[config.mk]
export PLATFORM = sky130hd
export DESIGN_NAME = i2c_forced_state_init
export DESIGN_NICKNAME = d
export VERILOG_FILES = /design/src/i2c_init_pkg.sv /design/src/pin_sync.sv /design/src/i2c_forced_state_init.sv
export SDC_FILE = /design/constraint.sdc
export NUM_CORES = 1
export LEC_CHECK = 0
export BUFFER_PORTS_ARGS = -buffer_cell sky130_fd_sc_hd__buf_4
export CELL_PAD_IN_SITES_DETAIL_PLACEMENT = 1
export CELL_PAD_IN_SITES_GLOBAL_PLACEMENT = 2
export CORE_ASPECT_RATIO = 2
export CORE_MARGIN = 5
export CORE_UTILIZATION = 36
export CTS_CLUSTER_SIZE = 20
export DETAILED_ROUTE_END_ITERATION = 6
export PLACE_DENSITY = 0.91
export SLEW_MARGIN = 40
export SYNTH_ARGS = -nofsm -noshare
export SYNTH_HDL_FRONTEND = slang
export SYNTH_SLANG_ARGS = --single-unit
[constraint.sdc]
create_clock -name i_clk -period 3.8 [get_ports i_clk]
set_input_delay 0.38 -clock i_clk [delete_from_list [all_inputs] [get_ports i_clk]]
set_output_delay 0.38 -clock i_clk [all_outputs]
set_load 0.02 [all_outputs]
[src/i2c_init_pkg.sv]
// Purpose: shared constants and types for the two-wire module with forced init
// Assumes: 25 MHz module clock, Avalon-MM register bus, open-drain SCL/SDA
// Notes:   every register is one aligned 32-bit word, data in bits 7:0
//
// What this block does
// - writing an init code to the switch register, or clearing enable, starts init
// - init resets the internal transmit-empty and receive-full flags
// - init returns the sequencer to idle and clears the operating clock counter
// - init resets the SCL/SDA output latches, wait state included
// - init leaves every software-written register value unchanged
// - init keeps the latches that remember reads made before flag clears
// - init keeps the bit count field of the mode register
// - init keeps interrupt flags set and requests already passed on
// - the clear command field is never stored; it reads back as zero
// - init during a transfer aborts it at once and releases both pins
// - slave address shares the mode offset, reachable only while disabled
package i2c_init_pkg;

	// ----------------------------------------------------------------
	// register offsets (byte addresses)
	// ----------------------------------------------------------------
	localparam int          ADDR_W     = 5;
	localparam logic [4:0]  OFF_DATA   = 5'h00;
	localparam logic [4:0]  OFF_MODE   = 5'h04;
	localparam logic [4:0]  OFF_SADR2  = 5'h08;
	localparam logic [4:0]  OFF_CTRL   = 5'h0C;
	localparam logic [4:0]  OFF_STAT   = 5'h10;
	localparam logic [4:0]  OFF_SWITCH = 5'h14;
	localparam logic [4:0]  OFF_TIMER  = 5'h18;

	// ----------------------------------------------------------------
	// field positions
	// ----------------------------------------------------------------
	localparam int CTRL_EN_BIT     = 7;
	localparam int CTRL_IE_BIT     = 6;
	localparam int CTRL_TX_BIT     = 4;
	localparam int CTRL_ACKOUT_BIT = 2;
	localparam int CTRL_START_BIT  = 1;
	localparam int CTRL_STOP_BIT   = 0;
	localparam int STAT_TDE_BIT    = 7;
	localparam int STAT_RDF_BIT    = 6;
	localparam int STAT_IRQ_BIT    = 5;
	localparam int STAT_ACK_BIT    = 4;
	localparam int STAT_BUSY_BIT   = 3;
	localparam int STAT_WAIT_BIT   = 2;
	localparam int CLR_INIT_BIT    = 3;
	localparam int BC_MSB          = 2;

	// ----------------------------------------------------------------
	// reset values
	// ----------------------------------------------------------------
	localparam logic [7:0] REG_RST = 8'h00;
	localparam logic       TDE_RST = 1'b1;
	localparam logic       RDF_RST = 1'b0;
	localparam logic [3:0] CLR_READ_VAL = 4'h0;

	// ----------------------------------------------------------------
	// timing
	// ----------------------------------------------------------------
	localparam int         CLK_PERIOD_NS = 40;
	localparam int         T_HALF_NS     = 160;
	localparam logic [7:0] HALF_CYC      = 8'((T_HALF_NS + CLK_PERIOD_NS - 1) / CLK_PERIOD_NS);

	// ----------------------------------------------------------------
	// types
	// ----------------------------------------------------------------
	typedef struct packed {
		logic scl;
		logic sda;
	} pins_t;

	typedef struct packed {
		logic [ADDR_W-1:0] addr;
		logic              rd;
		logic              wr;
		logic [7:0]        wdata;
	} bus_req_t;

	typedef enum logic [3:0] {
		SEQ_IDLE,
		SEQ_START_A,
		SEQ_START_B,
		SEQ_HOLD,
		SEQ_BIT_LOW,
		SEQ_BIT_HIGH,
		SEQ_ACK_LOW,
		SEQ_ACK_HIGH,
		SEQ_STOP_A,
		SEQ_STOP_B,
		SEQ_STOP_C
	} seq_state_t;

endpackage : i2c_init_pkg

[src/pin_sync.sv]
// Purpose: two-flop synchroniser for the sampled SCL and SDA pin levels
// Assumes: pins are asynchronous to i_clk
// Notes:   first stage feeds only the second stage
`timescale 1ns/1ps
module pin_sync
	import i2c_init_pkg::*;
(
	// clock and reset
	input  wire logic  i_clk,
	input  wire logic  i_arst_n,
	// pin levels
	input  wire pins_t i_pins,
	output pins_t      o_pins
);

	pins_t meta_reg;
	pins_t sync_reg;

	// two stages, released pins read as high
	always_ff @(posedge i_clk or negedge i_arst_n)
	begin
		if (!i_arst_n)
		begin
			meta_reg <= 2'h3;
			sync_reg <= 2'h3;
		end
		else
		begin
			meta_reg <= i_pins;
			sync_reg <= meta_reg;
		end
	end

	assign o_pins = sync_reg;

endmodule : pin_sync

[src/i2c_forced_state_init.sv]
// Purpose: two-wire master byte engine with forced internal-state init
// Assumes: Avalon-MM slave with waitrequest, open-drain SCL/SDA pins
// Notes:   init touches only flags, sequencer, counter and pin latches
//
// The Avalon-MM slave port and the register addresses were decided locally.
`timescale 1ns/1ps
module i2c_forced_state_init
	import i2c_init_pkg::*;
(
	// clock and reset
	input  wire logic              i_clk,
	input  wire logic              i_arst_n,
	// avalon-mm register slave
	input  wire logic [ADDR_W-1:0] i_avs_address,
	input  wire logic              i_avs_read,
	input  wire logic              i_avs_write,
	input  wire logic [31:0]       i_avs_writedata,
	output logic      [31:0]       o_avs_readdata,
	output logic                   o_avs_waitrequest,
	// two-wire pins
	input  wire logic              i_scl,
	input  wire logic              i_sda,
	output logic                   o_scl,
	output logic                   o_scl_oe_n,
	output logic                   o_sda,
	output logic                   o_sda_oe_n,
	// interrupt request level
	output logic                   o_irq
);

	// ----------------------------------------------------------------
	// helper functions
	// ----------------------------------------------------------------

	// half period in module clocks, scaled by the timer register nibble
	function automatic logic [7:0] half_limit(input logic [3:0] scale);
		logic [7:0] mult;
		mult = {4'h0, scale} + 8'h01;
		return 8'(mult * HALF_CYC);
	endfunction : half_limit

	// states in which SCL is released and may be stretched
	function automatic logic phase_high(input seq_state_t st);
		return (st == SEQ_BIT_HIGH) || (st == SEQ_ACK_HIGH);
	endfunction : phase_high

	// states that hold SCL low
	function automatic logic drives_scl(input seq_state_t st);
		return (st == SEQ_START_B) || (st == SEQ_HOLD) || (st == SEQ_BIT_LOW)
			|| (st == SEQ_ACK_LOW) || (st == SEQ_STOP_A);
	endfunction : drives_scl

	// wanted SDA drive for a state
	function automatic logic sda_want(input seq_state_t st, input logic tx, input logic bit7,
		input logic ackout);
		logic want;
		want = 1'b0;
		unique case (st)
			SEQ_START_A, SEQ_START_B, SEQ_STOP_A, SEQ_STOP_B: want = 1'b1;
			SEQ_BIT_LOW:                                      want = tx & ~bit7;
			SEQ_ACK_LOW:                                      want = ~tx & ~ackout;
			default:                                          want = 1'b0;
		endcase
		return want;
	endfunction : sda_want

	// ----------------------------------------------------------------
	// declarations
	// ----------------------------------------------------------------
	bus_req_t   req;
	pins_t      pins_s;
	logic       ack_reg;
	logic       wr_go;
	logic       rd_go;
	logic       rd_done;
	logic       sel_data;
	logic       sel_mode;
	logic       sel_sadr2;
	logic       sel_ctrl;
	logic       sel_stat;
	logic       sel_switch;
	logic       sel_timer;
	logic       init_pulse;
	logic       start_pulse;
	logic [7:0] tx_data_reg;
	logic [7:0] rx_data_reg;
	logic [7:0] sadr_reg;
	logic [7:0] sadr2_reg;
	logic [7:0] mode_reg;
	logic [7:0] ctrl_reg;
	logic [3:0] switch_hi_reg;
	logic [7:0] timer_reg;
	logic       tx_empty_reg;
	logic       rx_full_reg;
	logic       irq_flag_reg;
	logic       irq_seen_reg;
	logic       ack_rx_reg;
	logic       stop_req_reg;
	logic       irq_out_reg;
	logic [7:0] rdata_reg;
	logic [7:0] rdata_next;
	seq_state_t state_reg;
	seq_state_t state_next;
	logic [7:0] cnt_reg;
	logic [7:0] shift_reg;
	logic       stalled;
	logic       tick;
	logic       load_tx;
	logic       rx_go;
	logic [2:0] bc_dec;
	logic       byte_done;
	logic       scl_drv_reg;
	logic       sda_drv_reg;
	logic       wait_reg;
	logic       enabled;
	logic       tx_mode;

	// ----------------------------------------------------------------
	// pin input synchroniser
	// ----------------------------------------------------------------
	pin_sync u_pin_sync (
		.i_clk    (i_clk),
		.i_arst_n (i_arst_n),
		.i_pins   ({i_scl, i_sda}),
		.o_pins   (pins_s)
	);

	// ----------------------------------------------------------------
	// avalon-mm slave: one wait cycle, then answer
	// ----------------------------------------------------------------
	assign req = {i_avs_address, i_avs_read, i_avs_write, i_avs_writedata[7:0]};

	// acknowledge the cycle after the request appears
	always_ff @(posedge i_clk or negedge i_arst_n)
	begin
		if (!i_arst_n)
			ack_reg <= 1'b0;
		else
			ack_reg <= (req.rd | req.wr) & ~ack_reg;
	end

	assign o_avs_waitrequest = (req.rd | req.wr) & ~ack_reg;
	assign wr_go             = req.wr & ack_reg;
	assign rd_go             = req.rd & ~ack_reg;
	assign rd_done           = req.rd & ack_reg;

	// address decode
	assign sel_data   = (req.addr == OFF_DATA);
	assign sel_mode   = (req.addr == OFF_MODE);
	assign sel_sadr2  = (req.addr == OFF_SADR2);
	assign sel_ctrl   = (req.addr == OFF_CTRL);
	assign sel_stat   = (req.addr == OFF_STAT);
	assign sel_switch = (req.addr == OFF_SWITCH);
	assign sel_timer  = (req.addr == OFF_TIMER);
	assign enabled    = ctrl_reg[CTRL_EN_BIT];
	assign tx_mode    = ctrl_reg[CTRL_TX_BIT];

	// init trigger: init code in the clear field, or enable written to zero
	assign init_pulse = (wr_go & sel_switch & req.wdata[CLR_INIT_BIT])
		| (wr_go & sel_ctrl & ~req.wdata[CTRL_EN_BIT]);
	assign start_pulse = wr_go & sel_ctrl & req.wdata[CTRL_EN_BIT] & req.wdata[CTRL_START_BIT];

	// read mux, unmapped offsets read zero
	always_comb
	begin
		rdata_next = 8'h00;
		unique case (1'b1)
			sel_data:   rdata_next = rx_data_reg;
			sel_mode:   rdata_next = enabled ? mode_reg : sadr_reg;
			sel_sadr2:  rdata_next = sadr2_reg;
			sel_ctrl:   rdata_next = {ctrl_reg[7:2], 2'b00};
			sel_stat:   rdata_next = {tx_empty_reg, rx_full_reg, irq_flag_reg, ack_rx_reg,
				(state_reg != SEQ_IDLE), wait_reg, 2'b00};
			sel_switch: rdata_next = {switch_hi_reg, CLR_READ_VAL};
			sel_timer:  rdata_next = timer_reg;
			default:    rdata_next = 8'h00;
		endcase
	end

	// read data register, loaded while waitrequest is high
	always_ff @(posedge i_clk or negedge i_arst_n)
	begin
		if (!i_arst_n)
			rdata_reg <= 8'h00;
		else if (rd_go)
			rdata_reg <= rdata_next;
	end

	assign o_avs_readdata = {24'h000000, rdata_reg};

	// ----------------------------------------------------------------
	// software registers, untouched by init
	// ----------------------------------------------------------------

	// plain stored registers
	always_ff @(posedge i_clk or negedge i_arst_n)
	begin
		if (!i_arst_n)
		begin
			tx_data_reg   <= REG_RST;
			sadr_reg      <= REG_RST;
			sadr2_reg     <= REG_RST;
			ctrl_reg      <= REG_RST;
			switch_hi_reg <= 4'h0;
			timer_reg     <= REG_RST;
		end
		else
		begin
			if (wr_go & sel_data)
				tx_data_reg <= req.wdata;
			if (wr_go & sel_mode & ~enabled)
				sadr_reg <= req.wdata;
			if (wr_go & sel_sadr2)
				sadr2_reg <= req.wdata;
			if (wr_go & sel_ctrl)
				ctrl_reg <= {req.wdata[7:2], 2'b00};
			if (wr_go & sel_switch)
				switch_hi_reg <= req.wdata[7:4];
			if (wr_go & sel_timer)
				timer_reg <= req.wdata;
		end
	end

	// mode register; bit count decremented by the sequencer, kept by init
	always_ff @(posedge i_clk or negedge i_arst_n)
	begin
		if (!i_arst_n)
			mode_reg <= REG_RST;
		else if (tick && (state_reg == SEQ_BIT_HIGH) && !init_pulse)
			mode_reg[BC_MSB:0] <= bc_dec;
		else if (wr_go & sel_mode & enabled)
			mode_reg <= req.wdata;
	end

	// interrupt flag: read-as-one then write-zero clears; set wins
	always_ff @(posedge i_clk or negedge i_arst_n)
	begin
		if (!i_arst_n)
		begin
			irq_flag_reg <= 1'b0;
			irq_seen_reg <= 1'b0;
		end
		else
		begin
			if (byte_done)
				irq_flag_reg <= 1'b1;
			else if (wr_go & sel_stat & irq_seen_reg & ~req.wdata[STAT_IRQ_BIT])
				irq_flag_reg <= 1'b0;
			if (rd_done & sel_stat & rdata_reg[STAT_IRQ_BIT])
				irq_seen_reg <= 1'b1;
			else if (wr_go & sel_stat)
				irq_seen_reg <= 1'b0;
		end
	end

	// interrupt output level, never withdrawn by init
	always_ff @(posedge i_clk or negedge i_arst_n)
	begin
		if (!i_arst_n)
			irq_out_reg <= 1'b0;
		else
			irq_out_reg <= irq_flag_reg & ctrl_reg[CTRL_IE_BIT];
	end

	assign o_irq = irq_out_reg;

	// received data and acknowledge status
	always_ff @(posedge i_clk or negedge i_arst_n)
	begin
		if (!i_arst_n)
		begin
			rx_data_reg <= REG_RST;
			ack_rx_reg  <= 1'b0;
		end
		else if (byte_done)
		begin
			ack_rx_reg <= ~pins_s.sda;
			if (!tx_mode)
				rx_data_reg <= shift_reg;
		end
	end

	// ----------------------------------------------------------------
	// internal data flags, reset by init
	// ----------------------------------------------------------------
	always_ff @(posedge i_clk or negedge i_arst_n)
	begin
		if (!i_arst_n)
		begin
			tx_empty_reg <= TDE_RST;
			rx_full_reg  <= RDF_RST;
		end
		else if (init_pulse)
		begin
			tx_empty_reg <= TDE_RST;
			rx_full_reg  <= RDF_RST;
		end
		else
		begin
			if (load_tx)
				tx_empty_reg <= 1'b1;
			else if (wr_go & sel_data)
				tx_empty_reg <= 1'b0;
			if (byte_done & ~tx_mode)
				rx_full_reg <= 1'b1;
			else if (rd_done & sel_data)
				rx_full_reg <= 1'b0;
		end
	end

	// ----------------------------------------------------------------
	// sequencer
	// ----------------------------------------------------------------
	assign stalled   = phase_high(state_reg) & ~pins_s.scl;
	assign tick      = (state_reg != SEQ_IDLE) && (state_reg != SEQ_HOLD) && !stalled
		&& (cnt_reg == half_limit(timer_reg[3:0]) - 8'h01);
	assign bc_dec    = mode_reg[BC_MSB:0] - 3'h1;
	assign byte_done = tick && (state_reg == SEQ_ACK_HIGH) && !init_pulse;
	// a data write in the same cycle holds off the load so no byte is lost
	assign load_tx   = (state_reg == SEQ_HOLD) && !stop_req_reg && tx_mode && !tx_empty_reg
		&& !(wr_go & sel_data) && !init_pulse;
	assign rx_go     = (state_reg == SEQ_HOLD) && !stop_req_reg && !tx_mode && !rx_full_reg;

	// next state; init forces idle from any state
	always_comb
	begin
		state_next = state_reg;
		unique case (state_reg)
			SEQ_IDLE:     if (start_pulse) state_next = SEQ_START_A;
			SEQ_START_A:  if (tick) state_next = SEQ_START_B;
			SEQ_START_B:  if (tick) state_next = SEQ_HOLD;
			SEQ_HOLD:
			begin
				if (stop_req_reg)
					state_next = SEQ_STOP_A;
				else if (load_tx || rx_go)
					state_next = SEQ_BIT_LOW;
			end
			SEQ_BIT_LOW:  if (tick) state_next = SEQ_BIT_HIGH;
			SEQ_BIT_HIGH: if (tick) state_next = (bc_dec == 3'h0) ? SEQ_ACK_LOW : SEQ_BIT_LOW;
			SEQ_ACK_LOW:  if (tick) state_next = SEQ_ACK_HIGH;
			SEQ_ACK_HIGH: if (tick) state_next = SEQ_HOLD;
			SEQ_STOP_A:   if (tick) state_next = SEQ_STOP_B;
			SEQ_STOP_B:   if (tick) state_next = SEQ_STOP_C;
			SEQ_STOP_C:   if (tick) state_next = SEQ_IDLE;
			default:      state_next = SEQ_IDLE;
		endcase
		if (init_pulse)
			state_next = SEQ_IDLE;
	end

	// state register
	always_ff @(posedge i_clk or negedge i_arst_n)
	begin
		if (!i_arst_n)
			state_reg <= SEQ_IDLE;
		else
			state_reg <= state_next;
	end

	// stop request, latched until the stop condition completes or init clears it
	always_ff @(posedge i_clk or negedge i_arst_n)
	begin
		if (!i_arst_n)
			stop_req_reg <= 1'b0;
		else if (init_pulse || (tick && state_reg == SEQ_STOP_C))
			stop_req_reg <= 1'b0;
		else if (wr_go & sel_ctrl & req.wdata[CTRL_EN_BIT] & req.wdata[CTRL_STOP_BIT])
			stop_req_reg <= 1'b1;
	end

	// operating clock counter, frozen while a slave stretches SCL
	always_ff @(posedge i_clk or negedge i_arst_n)
	begin
		if (!i_arst_n)
			cnt_reg <= 8'h00;
		else if (init_pulse || tick || state_reg == SEQ_IDLE || state_reg == SEQ_HOLD)
			cnt_reg <= 8'h00;
		else if (!stalled)
			cnt_reg <= cnt_reg + 8'h01;
	end

	// shift register: load for transmit, sample SDA on each data bit high phase
	always_ff @(posedge i_clk or negedge i_arst_n)
	begin
		if (!i_arst_n)
			shift_reg <= 8'h00;
		else if (load_tx)
			shift_reg <= tx_data_reg;
		else if (tick && state_reg == SEQ_BIT_HIGH)
			shift_reg <= {shift_reg[6:0], pins_s.sda};
	end

	// ----------------------------------------------------------------
	// pin output latches
	// ----------------------------------------------------------------

	// SCL drive and wait latch; init releases at once
	always_ff @(posedge i_clk or negedge i_arst_n)
	begin
		if (!i_arst_n)
		begin
			scl_drv_reg <= 1'b0;
			wait_reg    <= 1'b0;
		end
		else if (init_pulse)
		begin
			scl_drv_reg <= 1'b0;
			wait_reg    <= 1'b0;
		end
		else
		begin
			scl_drv_reg <= drives_scl(state_reg);
			wait_reg    <= stalled;
		end
	end

	// SDA drive; data bits change only once SCL is already held low
	always_ff @(posedge i_clk or negedge i_arst_n)
	begin
		if (!i_arst_n)
			sda_drv_reg <= 1'b0;
		else if (init_pulse)
			sda_drv_reg <= 1'b0;
		else if (state_reg == SEQ_BIT_LOW || state_reg == SEQ_ACK_LOW)
		begin
			if (scl_drv_reg)
				sda_drv_reg <= sda_want(state_reg, tx_mode, shift_reg[7], ctrl_reg[CTRL_ACKOUT_BIT]);
		end
		else if (!(phase_high(state_reg) || state_reg == SEQ_HOLD))
			sda_drv_reg <= sda_want(state_reg, tx_mode, shift_reg[7], ctrl_reg[CTRL_ACKOUT_BIT]);
	end

	// open drain: output value low, enable active low while driving
	assign o_scl      = 1'b0;
	assign o_sda      = 1'b0;
	assign o_scl_oe_n = ~scl_drv_reg;
	assign o_sda_oe_n = ~sda_drv_reg;

endmodule : i2c_forced_state_init

==> results of run 1 <==
cell families (layout without fill, tap and decap cells):
kind of cell	Yosys count	count (layout)	synth area share (%)
AND/OR/NAND/NOR	170	170	14.9
flip-flops	101	101	47.8
AO/OA/AOI/OAI	89	89	10.4
multiplexers	76	76	17.0
buffers and inverters	59	70	6.51
XOR/XNOR	12	12	2.12
adder cells (fa/ha/maj)	5	5	1.18
other	1	26	0.0707
synth_stat cells (all sizes together), types with 2 or more instances:
library cell,n
dfrtp,96
nand2,59
mux2,49
nor2,49
buf,33
a21oi,29
mux2i,23
o21ai,23
clkbuf,16
nor3,11
inv,10
nand3,9
a31oi,8
xor2,7
nand2b,6
nor4,6
or2,6
dfstp,5
ha,5
nand4,5
xnor2,5
a22oi,4
mux4,4
nor3b,4
o22ai,4
or3,4
a221oi,3
and2,3
nor2b,3
a32o,2
and3,2
nand3b,2
o2111ai,2
o21a,2
o31ai,2
worst max-delay path, delay by kind of cell, from the launching register on:
family / cells / cell delay, ps
multiplexers: 1 / 390
AO/OA/AOI/OAI: 3 / 570
flip-flops: 1 / 470
adder cells (fa/ha/maj): 1 / 380
AND/OR/NAND/NOR: 3 / 1220
metrics by stage:
step	utilization, %	setup WS [ps]	hold WS [ps]	instance area, um^2	power, W
2_1_floorplan	-	991	84.4	5400	0.00213
3_3_place_gp	39.3	748	347	5670	0.00238
3_5_place_dp	39.3	659	347	5680	0.00245
4_1_cts	41.4	623	70.0	5970	0.00339
5_1_grt	41.5	476	93.5	5980	0.00356
6_report	41.5	633	49.7	5980	0.00336
final cells by class:
cell class	count	share of cell area (%)
tap	192	4.02
timing repair buffer	44	5.58
inverter	10	0.627
multi-input combinational	378	42.4
sequential	101	42.3
clock inverter	6	1.00
clock buffer	10	3.99
power by group:
group	internal (W)	switching, W
combinational	0.000404	0.000533
clock	0.000484	0.000447
sequential	0.00127	0.000219
final timing paths:
check | endpoint | cells after the start | slack [ps] | start
hold reg to reg | u_pin_sync.o_pins[0] | 0 | 360 | u_pin_sync.meta_reg[0]
setup / recovery | rx_data_reg[2] | 8 | 630 | timer_reg[0]
setup reg to reg | rx_data_reg[2] | 8 | 630 | timer_reg[0]
min in group i_clk | u_pin_sync.meta_reg[0] | 1 | 130 | i_sda
hold / removal | scl_drv_reg | 1 | 50 | i_arst_n
max in group asynchronous | sadr_reg[7] | 2 | 3060 | i_arst_n
routing by layer:
metal	share of wire (%)	vias up
met5	0	-
met2	57	121
met1	34	2052
met4	5.5	0
li1	-	1810
met3	3.8	43
==> metrics, run 1 <==
largest net degree at the start of global routing between 70 and 80; first-pass GRT wire length roughly 24000 um; Slew Limit Headroom 49.9%; CP endpoint kind flip-flop; H-Tree Level Count 3; layout cell share with drive strength beyond 1 a little under a quarter; 1st-pass router iterations 4; I/O pins just over 80; Hold Path Class in -> async; Fin. Hold Viols 0; Post-synth ARST share between 90% and 100%; Gates resized, CTS repair 0; CTS hold repair buffers 0; antenna violations before repair 0; Placer Congestion roughly 0.86; total of max-cap violations 0; top cell type's share of synthesized area a little under half; Highest Clock Rate 316 MHz; Finished Layout Cells 741; maximum clock insertion buffer count 2; met2 GRT Util 34.1%; Clock Latency Late Sink 350 ps; ranking of synthesized cells by area dfrtp_1 45%, mux2_2 8.7%, mux2i_1 4.3%; total track usage a little under a fifth; commonest non-fill, non-tap cells in the layout 96 x dfrtp_1, 59 x nand2_1, 47 x nor2_1; DRC Markers 0; DIE HEIGHT between 150 and 200 um; post-synthesis sequential area ratio around 48%; DP HPWL about 11000 um; clk sinks between 100 and 150; Netlist cell types 58; Critical Path RT 4040 ps; routed vias/inst between 5 and 6; Layout Skew between 6 and 7 ps; CTS tree yes; Multi-input gate area around 0.0025 mm^2; CP max stage cell or3_1; critical-path cell list ha_1 -> or2_2 -> a21oi_1 -> o21a_1 -> o2111ai_1 -> or2_0 -> or3_1 -> mux2_4; Detailed Route WL 15100 um; Setup TNS 0 ps; Iter 0 DRT Violations about 200; CP Launch Type flip-flop; total CTS buffers 9; post-synthesis register bit count 101; Die Wd 95.8 um; clock root buffer clkbuf_16; largest vdd supply drop between 200 and 250 uV; Mapped Cells 513; synthesized cell area roughly 0.0053 mm^2; Port Buffers 30; Layout Nets between 500 and 600; EDFF count, synth 0; Mapped Avg Cell Area approximately 10 um^2; outcome complete, no violations; num rows 62; core box area about 0.014 mm^2; most common cell after layout, fill and taps aside dfrtp_1; Area Growth Syn to Fin 12.8%; area leader, netlist dfrtp_1; Setup Buffers After CTS 0; die area approximately 0.017 mm^2; Slew Limit Fails 0; vias in the first global route around 4500; layer with the highest usage met2; Initial Utilization about 37%; GRT overflow 0; Clock transition at path regs 70 ps; antenna viol nets, final 0; Synth Flop Type dfrtp_1; critical path class reg -> reg; CP max FO 9; Final period util a little over four fifths; total of warnings raised by yosys 0; RSZ-0062 raised after global routing no; # setup viols final 0; actual slew at the worst max-slew pin between 700 and 800 ps; Routed wire per std cell between 20 and 25 um; grt met3 use approximately 2.6%; Worst Path Arrival about 3400 ps; Inst Count DP 725; grt met1 use between 10% and 20%; ant diodes 0; FF/Latch Area 0.00253 mm^2; filler cell count 1667; minimum clock period between 3000 and 4000 ps; Power Density between 500 and 600 mW/mm^2; Crit path largest cell delay roughly 600 ps; Leakage Power 2.75 nW; via count a little over 4000
(Power assumes the default switching activity.)
==> run 2: changes to the inputs <==
Clock period 3.8 ns to 3.1 ns, I/O delays scaled along.
==> run 2 against run 1 <==
  * The run now ends with hold timing left
  * Clock skew up 3.6 ps
  * Core utilization up 0.60 points
  * Highest routed layer unchanged
  * Hold slack worse by 51 ps
  * Register-to-register slack worse by 510 ps
  * Sequential share of layout area down 0.60 points
  * Flip-flop and latch count unchanged
  * Design area up 1.4%
  * Routed wire length up 3.1%
  * Fmax up 6.4%
  * Global-route usage up 0.41 points
  * Via count up 1.7%
==> metrics, run 2 (same netlist as run 1, synthesis figures left out) <==
total track usage 18.8% (+0.41 points); layout cell share with drive strength beyond 1 25.0% (+1.3 points); ant diodes 0 (unchanged); R2R setup slack 120 ps (-510 ps); Routed wire per std cell 20.7 um (+1.5%); commonest non-fill, non-tap cells in the layout 96 x dfrtp_1, 59 x nand2_1, 55 x buf_4; R2R depth 10 (+2); Area Growth Syn to Fin 14.5%; Layout Nets 604 (+2.0%); Fin. Hold Viols 3 (+3); Power Total 0.00417 W (+24%); 1st-pass router iterations 4 (unchanged); Initial Utilization 36.7% (unchanged); Critical Path RT 3400 ps (-640 ps); total CTS buffers 9 (unchanged); worst reg2reg startpoint timer_reg[0]; most common cell after layout, fill and taps aside dfrtp_1; Slew Limit Headroom 50.8% (+0.91 points); critical path's most frequent cell buf_4; vias in the first global route 4440 (-0.96%); RSZ-0062 raised after global routing no; filler cell count 1648 (-1.1%); Power Density 687 mW/mm^2 (+22%); GRT overflow 0 (unchanged); H-Tree Level Count 3 (unchanged); Iter 0 DRT Violations 155 (-23%); failing checks hold timing; antenna violations before repair 0 (unchanged); clock root buffer clkbuf_16; largest net degree at the start of global routing 52 (-32%); Clock transition at path regs 80 ps (about the same); antenna viol nets, final 0 (unchanged); via count 4096 (+1.7%); outcome finished, violations left; CTS tree yes; actual slew at the worst max-slew pin 735 ps (+2.56 ps); design area 0.00607 mm^2 (+1.4%); DIE HEIGHT 182 um (unchanged); largest vdd supply drop 260 uV (+26%); first-pass GRT wire length 24600 um (+1.9%); I/O pins 81 (unchanged); Layout Skew 9.70 ps (+3.63 ps); core box area 0.0144 mm^2 (unchanged); Hold Path Class in -> async; DP HPWL 11900 um (+3.9%); CP max stage cell dfrtp_1; routed vias/inst 5.44 (+0.12%); grt met1 use 19.0% (+0.54 points); Detailed Route WL 15600 um (+3.1%); Leakage Power 2.80 nW (+1.8%); total of max-cap violations 0 (unchanged); CP max FO 9 (unchanged); Highest Clock Rate 336 MHz (+6.4%); maximum clock insertion buffer count 2 (unchanged); critical path class reg -> reg; Placer Congestion 0.873 (+1.7%); critical-path cell list ha_1 -> xnor2_1 -> mux2i_1 -> nor4_2 -> o2111ai_1 -> buf_4 -> nor3_1 -> buf_4 -> mux2_2 -> nand2_1; Crit path largest cell delay 470 ps (-140 ps); layer with the highest usage met2; Setup Buffers After CTS 0 (unchanged); met2 GRT Util 34.3% (+0.22 points); clk sinks 101 (unchanged); FF/Latch Area 0.00253 mm^2 (unchanged); R2R Path End mode_reg[2]; CP endpoint kind flip-flop; num rows 62 (unchanged); Worst Path Arrival 3270 ps (-130 ps); Port Buffers 30 (unchanged); placed inst area 0.00577 mm^2 (+1.6%); Clock Latency Late Sink 350 ps (about the same); DRC Markers 0 (unchanged); Finished Layout Cells 753 (+1.6%); Multi-input gate area 0.00253 mm^2 (-0.39%); die area 0.0174 mm^2 (unchanged); grt met3 use 2.90% (+0.29 points); Gates resized, CTS repair 0 (unchanged); Inst Count DP 737 (+1.7%); minimum clock period 2980 ps (-192 ps); # setup viols final 0 (unchanged); CTS hold repair buffers 0 (unchanged); Slew Limit Fails 0 (unchanged); final core occ 42.1% (+0.60 points); Die Wd 95.8 um (unchanged); Setup TNS 0 ps (unchanged); CP Launch Type flip-flop; Final period util 96.0% (+13 points); Hold WS -1.48 ps (-51.2 ps)
[run 2: power by group]
group | internal [W] | switching, W
clock | 0.000572 | 0.000561
sequential | 0.00156 | 0.000279
combinational | 0.000535 | 0.000663
total | 0.00267 | 0.00150
[run 2: per-layer routing]
metal | up-vias | part of all wire (%)
li1 | 1840 | -
met1 | 2081 | 35
met2 | 128 | 55
met3 | 47 | 3.7
met4 | 0 | 5.8
met5 | - | 0
[run 2: worst max path at each step]
stage                           endpoint  slack (ps)  cells past startpoint         start
after floorplan           rx_data_reg[0]         290                     10  timer_reg[0]
after CTS                 rx_data_reg[6]           4                      8  timer_reg[0]
after global placement    rx_data_reg[1]         110                      8  timer_reg[0]
after global routing         mode_reg[2]           8                     10  timer_reg[0]
final                        mode_reg[2]         120                     10  timer_reg[0]
after detailed placement  rx_data_reg[6]          -4                      8  timer_reg[0]
[run 2: metrics by stage]
stage / hold slack [ps] / worst slack, ps
final: -1.48 / 125
after global placement: 347 / 113
after CTS: 21.1 / 3.94
after global routing: 45.0 / 8.24
after detailed placement: 347 / -4.34
after floorplan: 14.4 / 291
[run 2: cell type report]
| type | instances | share of cell area [%] |
|---|---|---|
| Timing Repair Buffer | 56 | 7.13 |
| Tap cell | 192 | 3.96 |
| Clock buffer | 10 | 3.77 |
| Inverter | 10 | 0.618 |
| Clock inverter | 6 | 1.11 |
| Sequential cell | 101 | 41.7 |
| Multi-Input combinational cell | 378 | 41.7 |
[run 2: critical path, delay by kind of cell (launching register included)]
kind	cells	cell delay, ps
AOI/OAI and AO/OA	1	210
muxes	2	450
DFF	1	470
xor gates and xnor gates	1	210
and+or+nand+nor	3	780
buffers and inverters	2	420
adders and majority gates	1	380
==> run 3: changes to the inputs <==
Settings changed: CORE_MARGIN 5 to unset, CORE_UTILIZATION 36 to 37, PLACE_DENSITY 0.91 to 0.92, RECOVER_POWER set to 25, SYNTH_HIERARCHICAL set to 1.
==> run 3 against run 2 <==
  * The run ends with capacitance limit, slew limit left
  * Area after synthesis rose by 3.3%
  * Hold slack improved by 61 ps
  * Flip-flop and latch count did not move
  * Largest power group unchanged
==> metrics, run 3 <==
Highest Clock Rate 344 MHz (+2.3%); Metal-1 WL 5110 um (-6.1%); Critical Path RT 3330 ps (-70 ps); commonest non-fill, non-tap cells in the layout 96 x dfrtp_1, 53 x mux2_2, 47 x buf_4; clock share of power 29.2% (+2.1 points); Setup Buffers After CTS 0 (unchanged); area leader, netlist dfrtp_1; # setup viols final 0 (unchanged); Clock Latency Late Sink 350 ps (about the same); Final period util 93.8% (-2.2 points); total CTS buffers 9 (unchanged); Setup TNS 0 ps (unchanged); outcome finished, violations left; CP max FO 9 (unchanged); clock root buffer clkbuf_16; Switching Share 35.4% (-0.64 points); commonest cells in the netlist 96 x dfrtp_1, 53 x mux2_2, 43 x nand2_1; Area Growth Syn to Fin 12.4%; Mapped Avg Cell Area 10.6 um^2 (+2.7%); GRT overflow 0 (unchanged); Post-synth ARST share 100% (unchanged); Die Wd 88.0 um (-8.1%); Power Density 633 mW/mm^2 (-7.8%); Mapped Cells 516 (+0.58%); CP endpoint kind flip-flop; Fin. Hold Viols 0 (-3); antenna violations before repair 0 (unchanged); Gates resized, CTS repair 0 (unchanged); I/O pins 81 (unchanged); num rows 62 (unchanged); EDFF count, synth 0 (unchanged); layout cell share with drive strength beyond 1 27.4% (+2.4 points); DP HPWL 11400 um (-4.5%); combinational share of power 27.5% (-1.2 points); clk sinks 101 (unchanged); DIE HEIGHT 174 um (-4.2%); first-pass GRT wire length 24900 um (+1.2%); Clock transition at path regs 80 ps (about the same); part of the power in registers 43.3% (-0.8 points); most common cell after layout, fill and taps aside dfrtp_1; total of warnings raised by yosys 6 (+6); met2 WL 8630 um (about the same); routed vias/inst 5.63 (+3.6%); Netlist cell types 67 (+16%); CP Launch Type flip-flop; 1st-pass router iterations 4 (unchanged); Detailed Route WL 15200 um (-2.1%); top cell type's share of synthesized area 43.9% (-1.4 points); synthesized cell area 0.00548 mm^2 (+3.3%); CTS tree yes; Port Buffers 30 (unchanged); routed wl met3 396 um (-32%); Psw 0.00138 W (-8.2%); Routed wire per std cell 20.5 um (-0.90%); Int Power 0.00252 W (-5.6%); ranking of synthesized cells by area dfrtp_1 44%, mux2_2 11%, buf_4 3.6%; largest vdd supply drop 399 uV (+53%); Slew Limit Fails 85 (+85); Initial Utilization 38.0% (+1.2 points); core box area 0.0144 mm^2 (unchanged); Top Layer Used met4; Slew Limit Headroom -41.5% (-92 points); Layout Skew 11.3 ps (+1.63 ps); post-synthesis register bit count 101 (unchanged); largest net degree at the start of global routing 85 (+63%); Hold Path Class in -> reg; Placer Congestion 0.885 (+1.4%); antenna viol nets, final 0 (unchanged); Layout Nets 595 (-1.5%); post-synthesis sequential area ratio 46.3% (-1.5 points); most frequent cell after synthesis dfrtp_1; RSZ-0062 raised after global routing no; Worst Path Arrival 3140 ps (-130 ps); total of max-cap violations 1 (+1); vias in the first global route 4653 (+4.8%); final core occ 42.7% (+0.60 points); total track usage 21.6% (+2.9 points); filler cell count 1660 (+0.73%); Synth Flop Type dfrtp_1; maximum clock insertion buffer count 2 (unchanged); critical path class reg -> reg; die area 0.0153 mm^2 (-12%); H-Tree Level Count 3 (unchanged); ant diodes 0 (unchanged); DRC Markers 0 (unchanged); minimum clock period 2910 ps (-67.8 ps); via count 4191 (+2.3%); Leakage Power 2.86 nW (+2.2%); failing checks capacitance limit, slew limit; actual slew at the worst max-slew pin 2120 ps (+1390 ps); Iter 0 DRT Violations 146 (-5.8%); CTS hold repair buffers 0 (unchanged)
## run 3: cell count changes after synthesis, sizes merged, moves of 5 or more
| cell | delta |
|---|---|
| nor2 | -21 |
| a21oi | -16 |
| mux2 | +12 |
| mux2i | -14 |
| and3 | +6 |
| nand2 | -15 |
| nand3 | +7 |
| or4b | +9 |
| nor4 | -5 |
| or2 | -5 |
| o211ai | +9 |
## run 3: critical path, cell delays in order (launching register included)
cell	delay (ps)
dfrtp_1	470
ha_1	380
nand2b_1	190
or3_1	360
nand4bb_1	260
nand2_2	130
or4_1	490
buf_4	210
mux2_4	310
## run 3: layout make-up
cell class	instances	area, um^2	area share, %
sequential	101	2530	41.2
timing repair buffer	50	373	6.06
clock inverter	7	72.6	1.18
clock buffer	9	225	3.66
multi-input combinational	373	2670	43.3
tap	192	240	3.90
inverter	12	45.0	0.732
## run 3: final timing paths
kind	startpoint	to	slack, ps	cells after the start
min in group asynchronous	i_arst_n	tx_data_reg[0]	570	1
worst min register to register	u_pin_sync/meta_reg[1]	u_pin_sync/o_pins[1]	360	0
max in group asynchronous	i_arst_n	cnt_reg[5]	1280	1
worst min-delay path	i_sda	u_pin_sync/meta_reg[0]	60	1
worst max-delay path	timer_reg[0]	rx_data_reg[6]	190	8
worst max register to register	timer_reg[0]	rx_data_reg[6]	190	8
## run 3: power groups by stage
stage	Combinational (W)	Sequential, W	Clock (W)
3_3_place_gp	0.00101	0.00169	0
3_5_place_dp	0.00107	0.00171	0
6_report	0.00107	0.00169	0.00114
5_1_grt	0.00118	0.00171	0.00121
4_1_cts	0.00108	0.00169	0.00116
2_1_floorplan	0.000812	0.00162	0
## run 3: per-layer routing
| layer | up-vias | GRT usage [%] |
|---|---|---|
| li1 | 1891 | - |
| met1 | 2126 | 21.5 |
| met2 | 116 | 39.5 |
| met3 | 58 | 2.71 |
| met4 | 0 | 15.6 |
| met5 | - | 0 |
## run 3: logic make-up after synthesis
group | share of synthesized area, %
and+or+nand+nor | 17.0
DFF | 46.3
AOI/OAI and AO/OA | 11.9
muxes | 14.7
buffers and inverters | 6.81
xor gates and xnor gates | 2.06
adders and majority gates | 1.14
other | 0.0685
## run 3: stage by stage
stage                     setup WS, ps  power (W)  hold WS [ps]  cell area (um^2)  std cells
after detailed placement           134    0.00278           349              5860        728
after floorplan                    479    0.00243          14.4              5570        541
after CTS                          113    0.00392          40.7              6160        744
after global placement             218    0.00270           347              5860        728
after global routing              49.0    0.00410          48.1              6160        744
final                              192    0.00390          59.6              6160        744
